===== src/core/keyed_watchdog_map.svh =====
`ifndef KEYED_WATCHDOG_MAP_SVH
`define KEYED_WATCHDOG_MAP_SVH

// Byte addresses on the register bus
`define WDT_CTL_ADR      8'h00
`define WDT_CTL_CLR_ADR  8'h04
`define WDT_CTL_SET_ADR  8'h08
`define WDT_CTL_INV_ADR  8'h0c
`define WDT_STAT_ADR     8'h10
`define WDT_MASK_ADR     8'h14

// Control register fields
`define WDT_KEY_MSB      31
`define WDT_KEY_LSB      16
`define WDT_ON_BIT       15
`define WDT_PS_MSB       12
`define WDT_PS_LSB       8
`define WDT_WIN_BIT      0
`define WDT_CTL_WMASK    32'h0000_8001
`define WDT_CTL_RMASK    32'h0000_9f01

// Service key and the byte lanes of a 16-bit write to the key half
`define WDT_SERVICE_KEY  16'h5743
`define WDT_KEY_SEL      4'hc

// Reset values
`define WDT_ON_RST       1'h0
`define WDT_WIN_RST      1'h0
`define WDT_EV_RST       3'h0

// Event bits of status and mask
`define WDT_EV_TIMEOUT   0
`define WDT_EV_WAKE      1
`define WDT_EV_EARLY     2
`define WDT_EV_W         3

// Counter
`define WDT_CNT_W        32

`endif


===== src/core/keyed_watchdog_pkg.sv =====
package keyed_watchdog_pkg;

	// One classic Wishbone request as seen by the slave
	typedef struct packed {
		logic [7:0]  adr;
		logic        we;
		logic [3:0]  sel;
		logic [31:0] dat;
	} wb_req_t;

	// Control state: software-written bits and the run postscale caught from the configuration bits
	typedef struct packed {
		logic       on;
		logic       winen;
		logic [4:0] run_ps;
	} ctl_t;

	// Write flavours of the control register and its aliases
	typedef enum logic [1:0] {
		CTL_WR_PLAIN,
		CTL_WR_CLR,
		CTL_WR_SET,
		CTL_WR_INV
	} ctl_op_t;

endpackage


===== src/core/wdt_sync2.sv =====
`timescale 1ns/1ps
module wdt_sync2 (
	// Clock, reset and enable
	input  wire logic clk_i,
	input  wire logic rst_i,
	input  wire logic ce_i,
	// Asynchronous level in, synchronised level out
	input  wire logic async_i,
	output logic      sync_o
);

	logic meta_q;

	// First stage feeds only the second stage
	always_ff @(posedge clk_i) begin
		if (rst_i) begin
			meta_q <= 1'h0;
			sync_o <= 1'h0;
		end else if (ce_i) begin
			meta_q <= async_i;
			sync_o <= meta_q;
		end
	end

endmodule // wdt_sync2


===== src/core/wdt_postscale_counter.sv =====
`timescale 1ns/1ps
`include "keyed_watchdog_map.svh"
module wdt_postscale_counter (
	// Clock, reset and enable
	input  wire logic                     clk_i,
	input  wire logic                     rst_i,
	input  wire logic                     ce_i,
	// Control
	input  wire logic                     en_i,
	input  wire logic                     tick_i,
	input  wire logic                     clear_i,
	input  wire logic [4:0]               ps_i,
	// State
	output logic [`WDT_CNT_W-1:0]         count_o,
	output logic                          expire_o,
	output logic                          win_open_o
);

	logic [`WDT_CNT_W-1:0] term_w;
	logic                  last_w;

	// Period is two to the power of the postscale value, in oscillator ticks
	assign term_w     = `WDT_CNT_W'(1) << ps_i;
	assign last_w     = (count_o + `WDT_CNT_W'(1)) >= term_w;
	// Window opens in the second half of the period
	assign win_open_o = count_o >= (term_w >> 1);

	// Count advances on oscillator ticks only; a clear beats a tick
	always_ff @(posedge clk_i) begin
		if (rst_i) begin
			count_o  <= '0;
			expire_o <= 1'h0;
		end else if (ce_i) begin
			expire_o <= 1'h0;
			if (!en_i || clear_i) begin
				count_o <= '0;
			end else if (tick_i) begin
				if (last_w) begin
					count_o  <= '0;
					expire_o <= 1'h1;
				end else begin
					count_o <= count_o + `WDT_CNT_W'(1);
				end
			end
		end
	end

endmodule // wdt_postscale_counter


===== src/core/keyed_watchdog_timer.sv =====
// Implementation choices: the register offsets and the Wishbone slave port.
`timescale 1ns/1ps
`include "keyed_watchdog_map.svh"
// Operation
// - The count advances only on edges of the low-power RC oscillator pin, never on the bus clock.
// - An enabled watchdog that expires unserviced outside Sleep and Idle asserts the device reset.
// - The period is two to the power of the postscale value, in oscillator ticks.
// - The watchdog keeps counting in Sleep and Idle and its expiry can wake the device.
// - While the watchdog is on, only an expiry or a 16-bit write of 0x5743 to bits 31-16 of the control register clears the count.
// - Bit 15 switches the watchdog on and off and resets to zero.
// - The software enable only matters while the configuration enable fuse is zero.
// - Bits 12-8 read back the run-mode postscale value taken from the configuration bits.
// - The postscale readback is loaded from the configuration bits at power-on reset.
// - Bit 0 enables windowed operation and resets to zero.
// - Bits 14-13 and 7-1 read as zero and ignore writes.
// - Offsets 0x4, 0x8 and 0xc clear, set and invert the written-one control bits.
// - The watchdog is controlled both by configuration inputs and by register writes.
module keyed_watchdog_timer (
	// Clock, reset and clock enable
	input  wire logic        clk_i,
	input  wire logic        rst_i,
	input  wire logic        ce_i,
	// Wishbone slave
	input  wire logic        cyc_i,
	input  wire logic        stb_i,
	input  wire logic [7:0]  adr_i,
	input  wire logic        we_i,
	input  wire logic [3:0]  sel_i,
	input  wire logic [31:0] dat_i,
	output logic [31:0]      dat_o,
	output logic             ack_o,
	// Oscillator pin and configuration
	input  wire logic        low_power_rc_osc_i,
	input  wire logic        config_watchdog_enable_fuse_i,
	input  wire logic [4:0]  postscale_config_bits_i,
	// Power state from the power controller
	input  wire logic        sleep_i,
	input  wire logic        idle_i,
	// Device outputs
	output logic             device_reset_o,
	output logic             wake_o,
	output logic             irq_o
);

	keyed_watchdog_pkg::wb_req_t req_w;
	keyed_watchdog_pkg::ctl_t    ctl_q;
	keyed_watchdog_pkg::ctl_op_t op_w;
	logic                        req_new_w;
	logic                        wr_w;
	logic                        ctl_hit_w;
	logic                        key_ok_w;
	logic                        en_w;
	logic                        lowpwr_w;
	logic                        osc_s;
	logic                        osc_d_q;
	logic                        tick_w;
	logic [`WDT_CNT_W-1:0]       count_w;
	logic                        expire_w;
	logic                        win_open_w;
	logic                        early_w;
	logic                        fail_w;
	logic [`WDT_EV_W-1:0]        ev_w;
	logic [`WDT_EV_W-1:0]        stat_q;
	logic [`WDT_EV_W-1:0]        mask_q;
	logic [`WDT_EV_W-1:0]        stat_clr_w;
	logic [31:0]                 ctl_rd_w;

	// Decode an address to the control flavour it reaches
	function automatic keyed_watchdog_pkg::ctl_op_t ctl_op(input logic [7:0] adr);
		unique case (adr)
			`WDT_CTL_CLR_ADR: ctl_op = keyed_watchdog_pkg::CTL_WR_CLR;
			`WDT_CTL_SET_ADR: ctl_op = keyed_watchdog_pkg::CTL_WR_SET;
			`WDT_CTL_INV_ADR: ctl_op = keyed_watchdog_pkg::CTL_WR_INV;
			default:          ctl_op = keyed_watchdog_pkg::CTL_WR_PLAIN;
		endcase
	endfunction

	// True when an address is the control register or one of its aliases
	function automatic logic is_ctl(input logic [7:0] adr);
		is_ctl = (adr == `WDT_CTL_ADR) || (adr == `WDT_CTL_CLR_ADR) ||
		         (adr == `WDT_CTL_SET_ADR) || (adr == `WDT_CTL_INV_ADR);
	endfunction

	// Bus request gathered in one carrier
	assign req_w     = '{adr: adr_i, we: we_i, sel: sel_i, dat: dat_i};
	// Work happens once, at the edge that raises ack
	assign req_new_w = cyc_i && stb_i && !ack_o;
	assign wr_w      = req_new_w && req_w.we;
	assign ctl_hit_w = is_ctl(req_w.adr);
	assign op_w      = ctl_op(req_w.adr);

	// Exact 16-bit key write at the base offset; anything else is ignored
	assign key_ok_w = wr_w && (req_w.adr == `WDT_CTL_ADR) && (req_w.sel == `WDT_KEY_SEL) &&
	                  (req_w.dat[`WDT_KEY_MSB:`WDT_KEY_LSB] == `WDT_SERVICE_KEY);

	// Fuse forces the watchdog on; otherwise the software bit decides
	assign en_w     = config_watchdog_enable_fuse_i || ctl_q.on;
	assign lowpwr_w = sleep_i || idle_i;

	// Oscillator pin is foreign to the bus clock, so it is synchronised first
	wdt_sync2 u_osc_sync (
		.clk_i   (clk_i),
		.rst_i   (rst_i),
		.ce_i    (ce_i),
		.async_i (low_power_rc_osc_i),
		.sync_o  (osc_s)
	);

	// Edge detect on the synchronised level; oscillator must run well below clk_i / 2
	always_ff @(posedge clk_i) begin
		if (rst_i) begin
			osc_d_q <= 1'h0;
		end else if (ce_i) begin
			osc_d_q <= osc_s;
		end
	end
	assign tick_w = osc_s && !osc_d_q;

	// Postscaled count; a valid key clears it
	wdt_postscale_counter u_count (
		.clk_i      (clk_i),
		.rst_i      (rst_i),
		.ce_i       (ce_i),
		.en_i       (en_w),
		.tick_i     (tick_w),
		.clear_i    (key_ok_w),
		.ps_i       (ctl_q.run_ps),
		.count_o    (count_w),
		.expire_o   (expire_w),
		.win_open_o (win_open_w)
	);

	// In window mode a service before the window opens counts as a failure
	assign early_w = key_ok_w && en_w && ctl_q.winen && !win_open_w;
	assign fail_w  = expire_w || early_w;

	// Software bits of the control register, with alias flavours; the run postscale is
	// caught from the configuration bits while reset is held and has no other writer
	always_ff @(posedge clk_i) begin
		if (rst_i) begin
			ctl_q.on     <= `WDT_ON_RST;
			ctl_q.winen  <= `WDT_WIN_RST;
			ctl_q.run_ps <= postscale_config_bits_i;
		end else if (ce_i && wr_w && ctl_hit_w) begin
			if (req_w.sel[1]) begin
				unique case (op_w)
					keyed_watchdog_pkg::CTL_WR_PLAIN: ctl_q.on <= req_w.dat[`WDT_ON_BIT];
					keyed_watchdog_pkg::CTL_WR_CLR:   ctl_q.on <= ctl_q.on & ~req_w.dat[`WDT_ON_BIT];
					keyed_watchdog_pkg::CTL_WR_SET:   ctl_q.on <= ctl_q.on | req_w.dat[`WDT_ON_BIT];
					keyed_watchdog_pkg::CTL_WR_INV:   ctl_q.on <= ctl_q.on ^ req_w.dat[`WDT_ON_BIT];
				endcase
			end
			if (req_w.sel[0]) begin
				unique case (op_w)
					keyed_watchdog_pkg::CTL_WR_PLAIN: ctl_q.winen <= req_w.dat[`WDT_WIN_BIT];
					keyed_watchdog_pkg::CTL_WR_CLR:   ctl_q.winen <= ctl_q.winen & ~req_w.dat[`WDT_WIN_BIT];
					keyed_watchdog_pkg::CTL_WR_SET:   ctl_q.winen <= ctl_q.winen | req_w.dat[`WDT_WIN_BIT];
					keyed_watchdog_pkg::CTL_WR_INV:   ctl_q.winen <= ctl_q.winen ^ req_w.dat[`WDT_WIN_BIT];
				endcase
			end
		end
	end

	// Device reset and wake are one-cycle pulses chosen by power state
	always_ff @(posedge clk_i) begin
		if (rst_i) begin
			device_reset_o <= 1'h0;
			wake_o         <= 1'h0;
		end else if (ce_i) begin
			device_reset_o <= fail_w && !lowpwr_w;
			wake_o         <= fail_w && lowpwr_w;
		end
	end

	// Events seen by the sticky status bits
	assign ev_w[`WDT_EV_TIMEOUT] = expire_w;
	assign ev_w[`WDT_EV_WAKE]    = fail_w && lowpwr_w;
	assign ev_w[`WDT_EV_EARLY]   = early_w;
	assign stat_clr_w = (wr_w && req_w.adr == `WDT_STAT_ADR && req_w.sel[0]) ?
	                    req_w.dat[`WDT_EV_W-1:0] : '0;

	// Write-one-to-clear status; a new event wins over a clear in the same cycle
	always_ff @(posedge clk_i) begin
		if (rst_i) begin
			stat_q <= `WDT_EV_RST;
		end else if (ce_i) begin
			stat_q <= (stat_q & ~stat_clr_w) | ev_w;
		end
	end

	// Interrupt mask
	always_ff @(posedge clk_i) begin
		if (rst_i) begin
			mask_q <= `WDT_EV_RST;
		end else if (ce_i && wr_w && req_w.adr == `WDT_MASK_ADR && req_w.sel[0]) begin
			mask_q <= req_w.dat[`WDT_EV_W-1:0];
		end
	end

	// Level interrupt while any unmasked status bit stands
	always_ff @(posedge clk_i) begin
		if (rst_i) begin
			irq_o <= 1'h0;
		end else if (ce_i) begin
			irq_o <= |(((stat_q & ~stat_clr_w) | ev_w) & mask_q);
		end
	end

	// Control readback: key half and unimplemented bits stay zero
	always_comb begin
		ctl_rd_w                          = '0;
		ctl_rd_w[`WDT_ON_BIT]             = ctl_q.on;
		ctl_rd_w[`WDT_PS_MSB:`WDT_PS_LSB] = ctl_q.run_ps;
		ctl_rd_w[`WDT_WIN_BIT]            = ctl_q.winen;
	end

	// Single-wait-state ack; unmapped reads return zero and writes there are dropped
	always_ff @(posedge clk_i) begin
		if (rst_i) begin
			ack_o <= 1'h0;
			dat_o <= '0;
		end else if (ce_i) begin
			ack_o <= req_new_w;
			if (req_new_w && !req_w.we) begin
				if (ctl_hit_w) begin
					dat_o <= ctl_rd_w;
				end else if (req_w.adr == `WDT_STAT_ADR) begin
					dat_o <= {{(32-`WDT_EV_W){1'b0}}, stat_q};
				end else if (req_w.adr == `WDT_MASK_ADR) begin
					dat_o <= {{(32-`WDT_EV_W){1'b0}}, mask_q};
				end else begin
					dat_o <= '0;
				end
			end
		end
	end
endmodule // keyed_watchdog_timer


===== config.mk =====
export PLATFORM = sky130hd
export DESIGN_NAME = keyed_watchdog_timer
export DESIGN_NICKNAME = d
export VERILOG_FILES = /design/src/core/keyed_watchdog_pkg.sv /design/src/core/wdt_sync2.sv /design/src/core/wdt_postscale_counter.sv /design/src/core/keyed_watchdog_timer.sv
export VERILOG_INCLUDE_DIRS = /design/src /design/src/core
export SDC_FILE = /design/constraint.sdc
export NUM_CORES = 1
export LEC_CHECK = 0
export BUFFER_PORTS_ARGS = -buffer_cell sky130_fd_sc_hd__buf_4
export CAP_MARGIN = 15
export CORE_ASPECT_RATIO = 0.5
export CORE_MARGIN = 2
export CORE_UTILIZATION = 57
export CTS_CLUSTER_SIZE = 24
export DETAILED_ROUTE_END_ITERATION = 7
export GPL_TIMING_DRIVEN = 0
export PLACE_DENSITY = 0.89
export SLEW_MARGIN = 0
export SYNTH_ARGS = -nofsm -noshare
export SYNTH_HDL_FRONTEND = slang
export SYNTH_SLANG_ARGS = --single-unit

===== constraint.sdc =====
create_clock -name clk_i -period 4.7 [get_ports clk_i]
set_input_delay 0.235 -clock clk_i [delete_from_list [all_inputs] [get_ports clk_i]]
set_output_delay 0.235 -clock clk_i [all_outputs]
set_load 0.05 [all_outputs]

# Word level (Yosys, flattened, before mapping)

Index checks and enable logic that the tools add are counted.

Bits in registers: 85
Input bits: 59
Output and inout port bits: 36
Memories: 0
Memory bits (read-only): 0
Word-level logic and storage cells: 94
Memory bits (writable): 0
Latch bits: 0

$mul: 0
Bitwise gates (word level): 12
Shift-type cells: 1
Reductions and logical operators: 40
Order comparisons: 2
Divide/modulo/power cells: 0
Eq/ne operators: 10
Multiplexer cells: 13
Add/sub/neg operators: 1

Operator list:

| kind                                                               | number |
|---|---|
| 32-bit 2-to-1 mux                                                  | 3 |
| 32-bit by 1-bit adder with 32-bit output, second input constant    | 1 |
| 32-bit by 31-bit greater-or-equal comparator with 1-bit output     | 1 |
| 32-bit greater-or-equal comparator                                 | 1 |
| 1-bit by 5-bit left shift with 32-bit output, first input constant | 1 |
| 1-bit logical AND                                                  | 19 |
| 16-bit by 15-bit == test with 1-bit output, second input constant  | 1 |
| 8-bit by 4-bit == test with 1-bit output, second input constant    | 2 |
| 8-bit by 5-bit == test with 1-bit output, second input constant    | 2 |
| 16-bit 2-to-1 mux                                                  | 1 |
| 3-bit 2-to-1 mux                                                   | 3 |
| 8-bit by 3-bit == test with 1-bit output, second input constant    | 1 |
| 8-bit logical NOT                                                  | 1 |
| 1-bit one-hot mux with 4 select lines                              | 2 |
| 2-bit AND reduction                                                | 4 |
| 1-bit logical OR                                                   | 7 |
| 3-bit AND                                                          | 2 |
| 1-bit logical NOT                                                  | 6 |
| 2-bit one-hot mux with 3 select lines                              | 1 |
| 2-bit == test, second input constant                               | 2 |
| 4-bit == test, second input constant                               | 1 |
| 1-bit 2-to-1 mux                                                   | 3 |
| 3-bit NOT                                                          | 1 |
| 3-bit OR                                                           | 1 |
| other kinds (8)                                                    | 12 |

# Logic depth before layout (Yosys ltp)

Word-level depth: 14
Depth in mapped cells: 17
Depth with buffers taken out: 16

# Cells and area by module

From an unflattened synthesis, not the netlist that was laid out.

Cell total of the unflattened synthesis: 574
Area, all modules: 5,037.3 sq um

Modules (own cells, without submodules):

| module                | seq. area each (sq um) | times used | area an instance (sq um) | cells an instance |
|---|---|---|---|---|
| wdt_postscale_counter | 660.6                  | 1          | 3,296.9                  | 386 |
| keyed_watchdog_timer  | 590.6                  | 1          | 1,672.9                  | 182 |
| wdt_sync2             | 40.0                   | 1          | 67.6                     | 6 |

# Worst setup path before layout

Ideal clock, no wire load.

Kind: register to register
Start: register u_count.count_o[1]
End: register u_count.count_o[6]
Arrival time: 3.345 ns
Clock period less this slack: 3.420 ns
Required time: 4.626 ns
Path buffers: 1
Setup slack: 1.280 ns
Library setup time: 0.074 ns
Cell stages (with the launch flop): 17
Path through: dfxtp_1 > ha_1 > nand2_1 > nor4_4 > and3_1 > and3_1 > nand4_1 > and2_4 > or2_1 > ha_1 > o211ai_1 > a21oi_1 > a211o_1 > nor2_2 > buf_6 > nand3_1 > a31oi_1

Word-level cells in the longest chain between the ends: 5

Ends and longest elaborated chain:

| element                                      | RTL line                                                 | source |
|---|---|---|
| start: declaration                           | wdt_postscale_counter.sv:14                              | `` output logic [`WDT_CNT_W-1:0] count_o, `` |
| start signal: assignment                     | wdt_postscale_counter.sv:42                              | `` count_o <= count_o + `WDT_CNT_W'(1); `` |
| 32-bit by 1-bit adder with 32-bit output (*) | wdt_postscale_counter.sv:24, wdt_postscale_counter.sv:42 |  |
| 32-bit greater-or-equal comparator           | wdt_postscale_counter.sv:24                              | `` assign last_w = (count_o + `WDT_CNT_W'(1)) >= term_w; `` |
| 32-bit 2-to-1 mux (*)                        | wdt_postscale_counter.sv:38                              | `if (last_w) begin` |
| 32-bit 2-to-1 mux (*)                        | wdt_postscale_counter.sv:37                              | `end else if (tick_i) begin` |
| 32-bit 2-to-1 mux (*)                        | wdt_postscale_counter.sv:35                              | `if (!en_i \|\| clear_i) begin` |

Mark *: on every way between the ends. The rest lies on a longest branch, timed or not. The select of a mux whose other input is x is not followed.
A chain may end at the register's enable or synchronous reset.

# Final worst setup path

Ends and elaborated chain as after synthesis.

==> out/qor.txt <==
area added between synthesis and finish: 19.23%
largest net degree at the start of global routing: 11
Max Cap Viol: 0
met1 Usage GRT: 0.3692
Placed Area: 5766 µm²
antenna-violating nets left: 0
TritonCTS clock tree: yes
Reg power frac: 0.354
Starting Density: 0.5858
Hold Fails Final Rpt: 0
Clock Tree Buf Depth: 2
DRC: 0
Post-Synthesis Cells: 586
Rows: 24
Post-CTS Resized: 0
cell taking the most area after synthesis: dfxtp_1
Sw Ratio: 0.2783
TritonCTS Buffers: 9
Cell Chain, Critical Path: ha_1 > nand2_1 > nor4_4 > and3_1 > and2_4 > nand3_4 > xnor2_1 > ha_1 > o21ai_0 > nor2_1 > o211ai_1 > a21oi_1 > a211o_1 > nor2_2 > buf_6 > nand3_1 > a31oi_1
top post-synthesis cells by area: dfxtp_1 22%, ha_1 17%, nand2_1 5.2%, buf_4 4.1%, a32o_1 3.9%
Most Frequent Cell on Critical Path: ha_1
initial antenna violation count: 0
post-route design area: 6082 µm²
NumNets Final: 804
Yosys Warn Count: 0
clock share of power: 0.472
switching power: 0.4277 mW
gr ovfl total: 0
drt wl/cell: 17.47 µm
worst-path maximum fanout: 10
internal power: 1.109 mW
n_diodes: 0
Leakage: 2.670 nW
sequential fraction of the synthesis area: 0.2531
final setup vio count: 0
# H-tree levels: 3
Post-CTS Hold Fix Bufs: 0
Core Util, Final: 0.6984
Clock Latency Late Sink: 0.34 ns
final setup margin: 0.3256 ns
critical path class: reg2reg
Comb power frac: 0.175
setup TNS: 0 ns
die area: 9768 µm²
status: finished, final reports clean
hpwl dp: 10250 µm
vias per cell: 6.213
min cycle time layout: 4.374 ns
gr busiest metal: met2
global-route wire length before repair: 22230 µm
worst min path class: in2reg
clk root buf: clkbuf_16
clock tree sinks: 62
total iterations of the first detailed-routing run: 5
Async SR Flop Fraction: 0
I/O pins: 95
Synth Cell Area: 5101 µm²
CP endpoint kind: flip-flop
worst hold margin: 0.07681 ns
Top FF cell, synth: dfxtp_1
crit path launch type: flip-flop
vias in the first global route: 4652
Die Y: 70.90 µm
routability congestion estimate: 0.9257
Max IR drop VDD: 0.1852 mV
PwrDens: 252.7 nW/µm²
initial drt markers: 525
mean post-synth cell area: 8.705 µm²
Worst Tran Pin Value: 0.8566 ns
clk slew on worst S/H paths: 0.06 ns
Slew Limit Headroom: 0.4277
Final period util: 0.9307
M3 GR Usage: 0.07742
routing usage on met2: 0.4820
slowest cell delay on critical path: 0.53 ns
GRT Total Usage: 0.2914
max frequency: 0.2286 GHz
max-slew violations: 0
chip width: 137.8 µm
Post-Route WL: 13960 µm
Setup WS pre-CTS: 0.5634 ns
Port Buffers: 58
Yosys cell types: 85
via count: 4964
top cell type's share of synthesized area: 0.2237
EDFF count, synth: 5
Worst path slowest cell: nor4_4
CP arrival: 4.64 ns
Required @ worst endpoint: 4.96 ns
clk_skew: 0.004232 ns
RSZ-0062 raised after global routing: no
number of synthesized register bits: 62
layout cell share with drive strength beyond 1: 0.2155
Post-CTS Setup Bufs: 0
core area: 8708 µm²
## per-layer routing
layer  share of wire  wire, µm
met2            0.46      6387
met4           0.028       397
met3            0.10      1421
met5               0         0
met1            0.41      5751
## cell usage in the layout (no fill, tap or decap), types with 13 or more instances in the layout
master    synthesis  layout
nand4_1          13      13
xnor2_1          20      20
nand2_1          71      71
buf_4            28      86
clkbuf_1         13      15
dfxtp_1          57      57
nand3_1          29      29
conb_1            1      23
nor2_1           37      37
ha_1             68      68
a32o_1           20      20
a21oi_1          32      32
a31oi_1          14      14
## path summary, 6_finish.rpt
check,startpoint,end,slack [ns],depth (start not counted)
max reg2reg,u_count.count_o[1]$_SDFFE_PP0P_,u_count.count_o[6]$_SDFFE_PP0P_,0.33,17
min reg2reg,dat_o[15]$_SDFFE_PP0P_,dat_o[15]$_SDFFE_PP0P_,0.47,2
max,u_count.count_o[1]$_SDFFE_PP0P_,u_count.count_o[6]$_SDFFE_PP0P_,0.33,17
min,postscale_config_bits_i[4],ctl_q[4]$_DFFE_PP_,0.08,1
## registers in the layout, indices dropped and copies added, names as in the netlist
name               cells
u_count.count_o       32
dat_o                  9
ctl_q                  7
mask_q                 3
stat_q                 3
ack_o                  1
device_reset_o         1
irq_o                  1
osc_d_q                1
u_count.expire_o       1
u_osc_sync.meta_q      1
u_osc_sync.sync_o      1
wake_o                 1
## cell families after synthesis
family          after synthesis  share of synthesized area
mux                          11                    0.02257
simple gates                229                     0.2521
compound gates              123                     0.1756
xor+xnor                     29                    0.05274
buf+inv                      63                    0.07628
other cells                   1                  0.0007351
flops                        62                     0.2531
fa+ha+maj                    68                     0.1668
## worst max-delay path: cells and delay by family (launching register included)
kind,cells,cell delay (ns)
DFF,1,0.43
and+or+nand+nor,8,1.85
AOI/OAI and AO/OA,5,0.96
buffers and inverters,1,0.22
xor gates and xnor gates,1,0.15
adders and majority gates,2,0.68
## stage by stage
step	power, mW	std cells
global placement	0.8067	783
CTS	1.525	799
global route	1.577	799
detailed placement	0.8119	783
finish	1.537	799
floorplan	0.7315	608
## power groups by stage
| stage | clock network, mW | logic [mW] | registers, mW |
|---|---|---|---|
| finish | 0.725 | 0.268 | 0.544 |
| global route | 0.748 | 0.285 | 0.544 |
| CTS | 0.720 | 0.262 | 0.544 |
| detailed placement | 0 | 0.257 | 0.554 |
| global placement | 0 | 0.252 | 0.554 |
| floorplan | 0 | 0.174 | 0.557 |
## cell usage after synthesis, drive strengths merged, types with 2 or more instances
| cell | count |
|---|---|
| nand2 | 73 |
| ha | 68 |
| dfxtp | 57 |
| nor2 | 39 |
| buf | 38 |
| a21oi | 32 |
| nand3 | 32 |
| a32o | 21 |
| xnor2 | 21 |
| a31oi | 14 |
| and3 | 14 |
| clkbuf | 14 |
| nand4 | 14 |
| o21ai | 13 |
| inv | 11 |
| a21o | 9 |
| and2 | 8 |
| nor3 | 8 |
| xor2 | 8 |
| and4 | 7 |
| mux2i | 7 |
| a211oi | 6 |
| nand3b | 6 |
| a221oi | 5 |
| edfxtp | 5 |
| nor3b | 5 |
| mux2 | 4 |
| nand2b | 4 |
| or2 | 4 |
| a22oi | 3 |
| a311oi | 3 |
| nor4 | 3 |
| o211ai | 3 |
| a2111oi | 2 |
| a31o | 2 |
| and4b | 2 |
| nand4b | 2 |
| nand4bb | 2 |
| nor2b | 2 |
| nor4b | 2 |
| o32ai | 2 |
## final cells by class
| type | instances | area (µm²) |
|---|---|---|
| Buffer | 52 | 347.8 |
| Clock buffer | 12 | 246.5 |
| Timing Repair Buffer | 58 | 435.4 |
| Fill cell | 653 | 2626 |
| Clock inverter | 4 | 70.07 |
| Inverter | 11 | 41.29 |
| Tap cell | 117 | 146.4 |
| Sequential cell | 62 | 1291 |
| Multi-Input combinational cell | 483 | 3503 |
(Power assumes the default switching activity.)
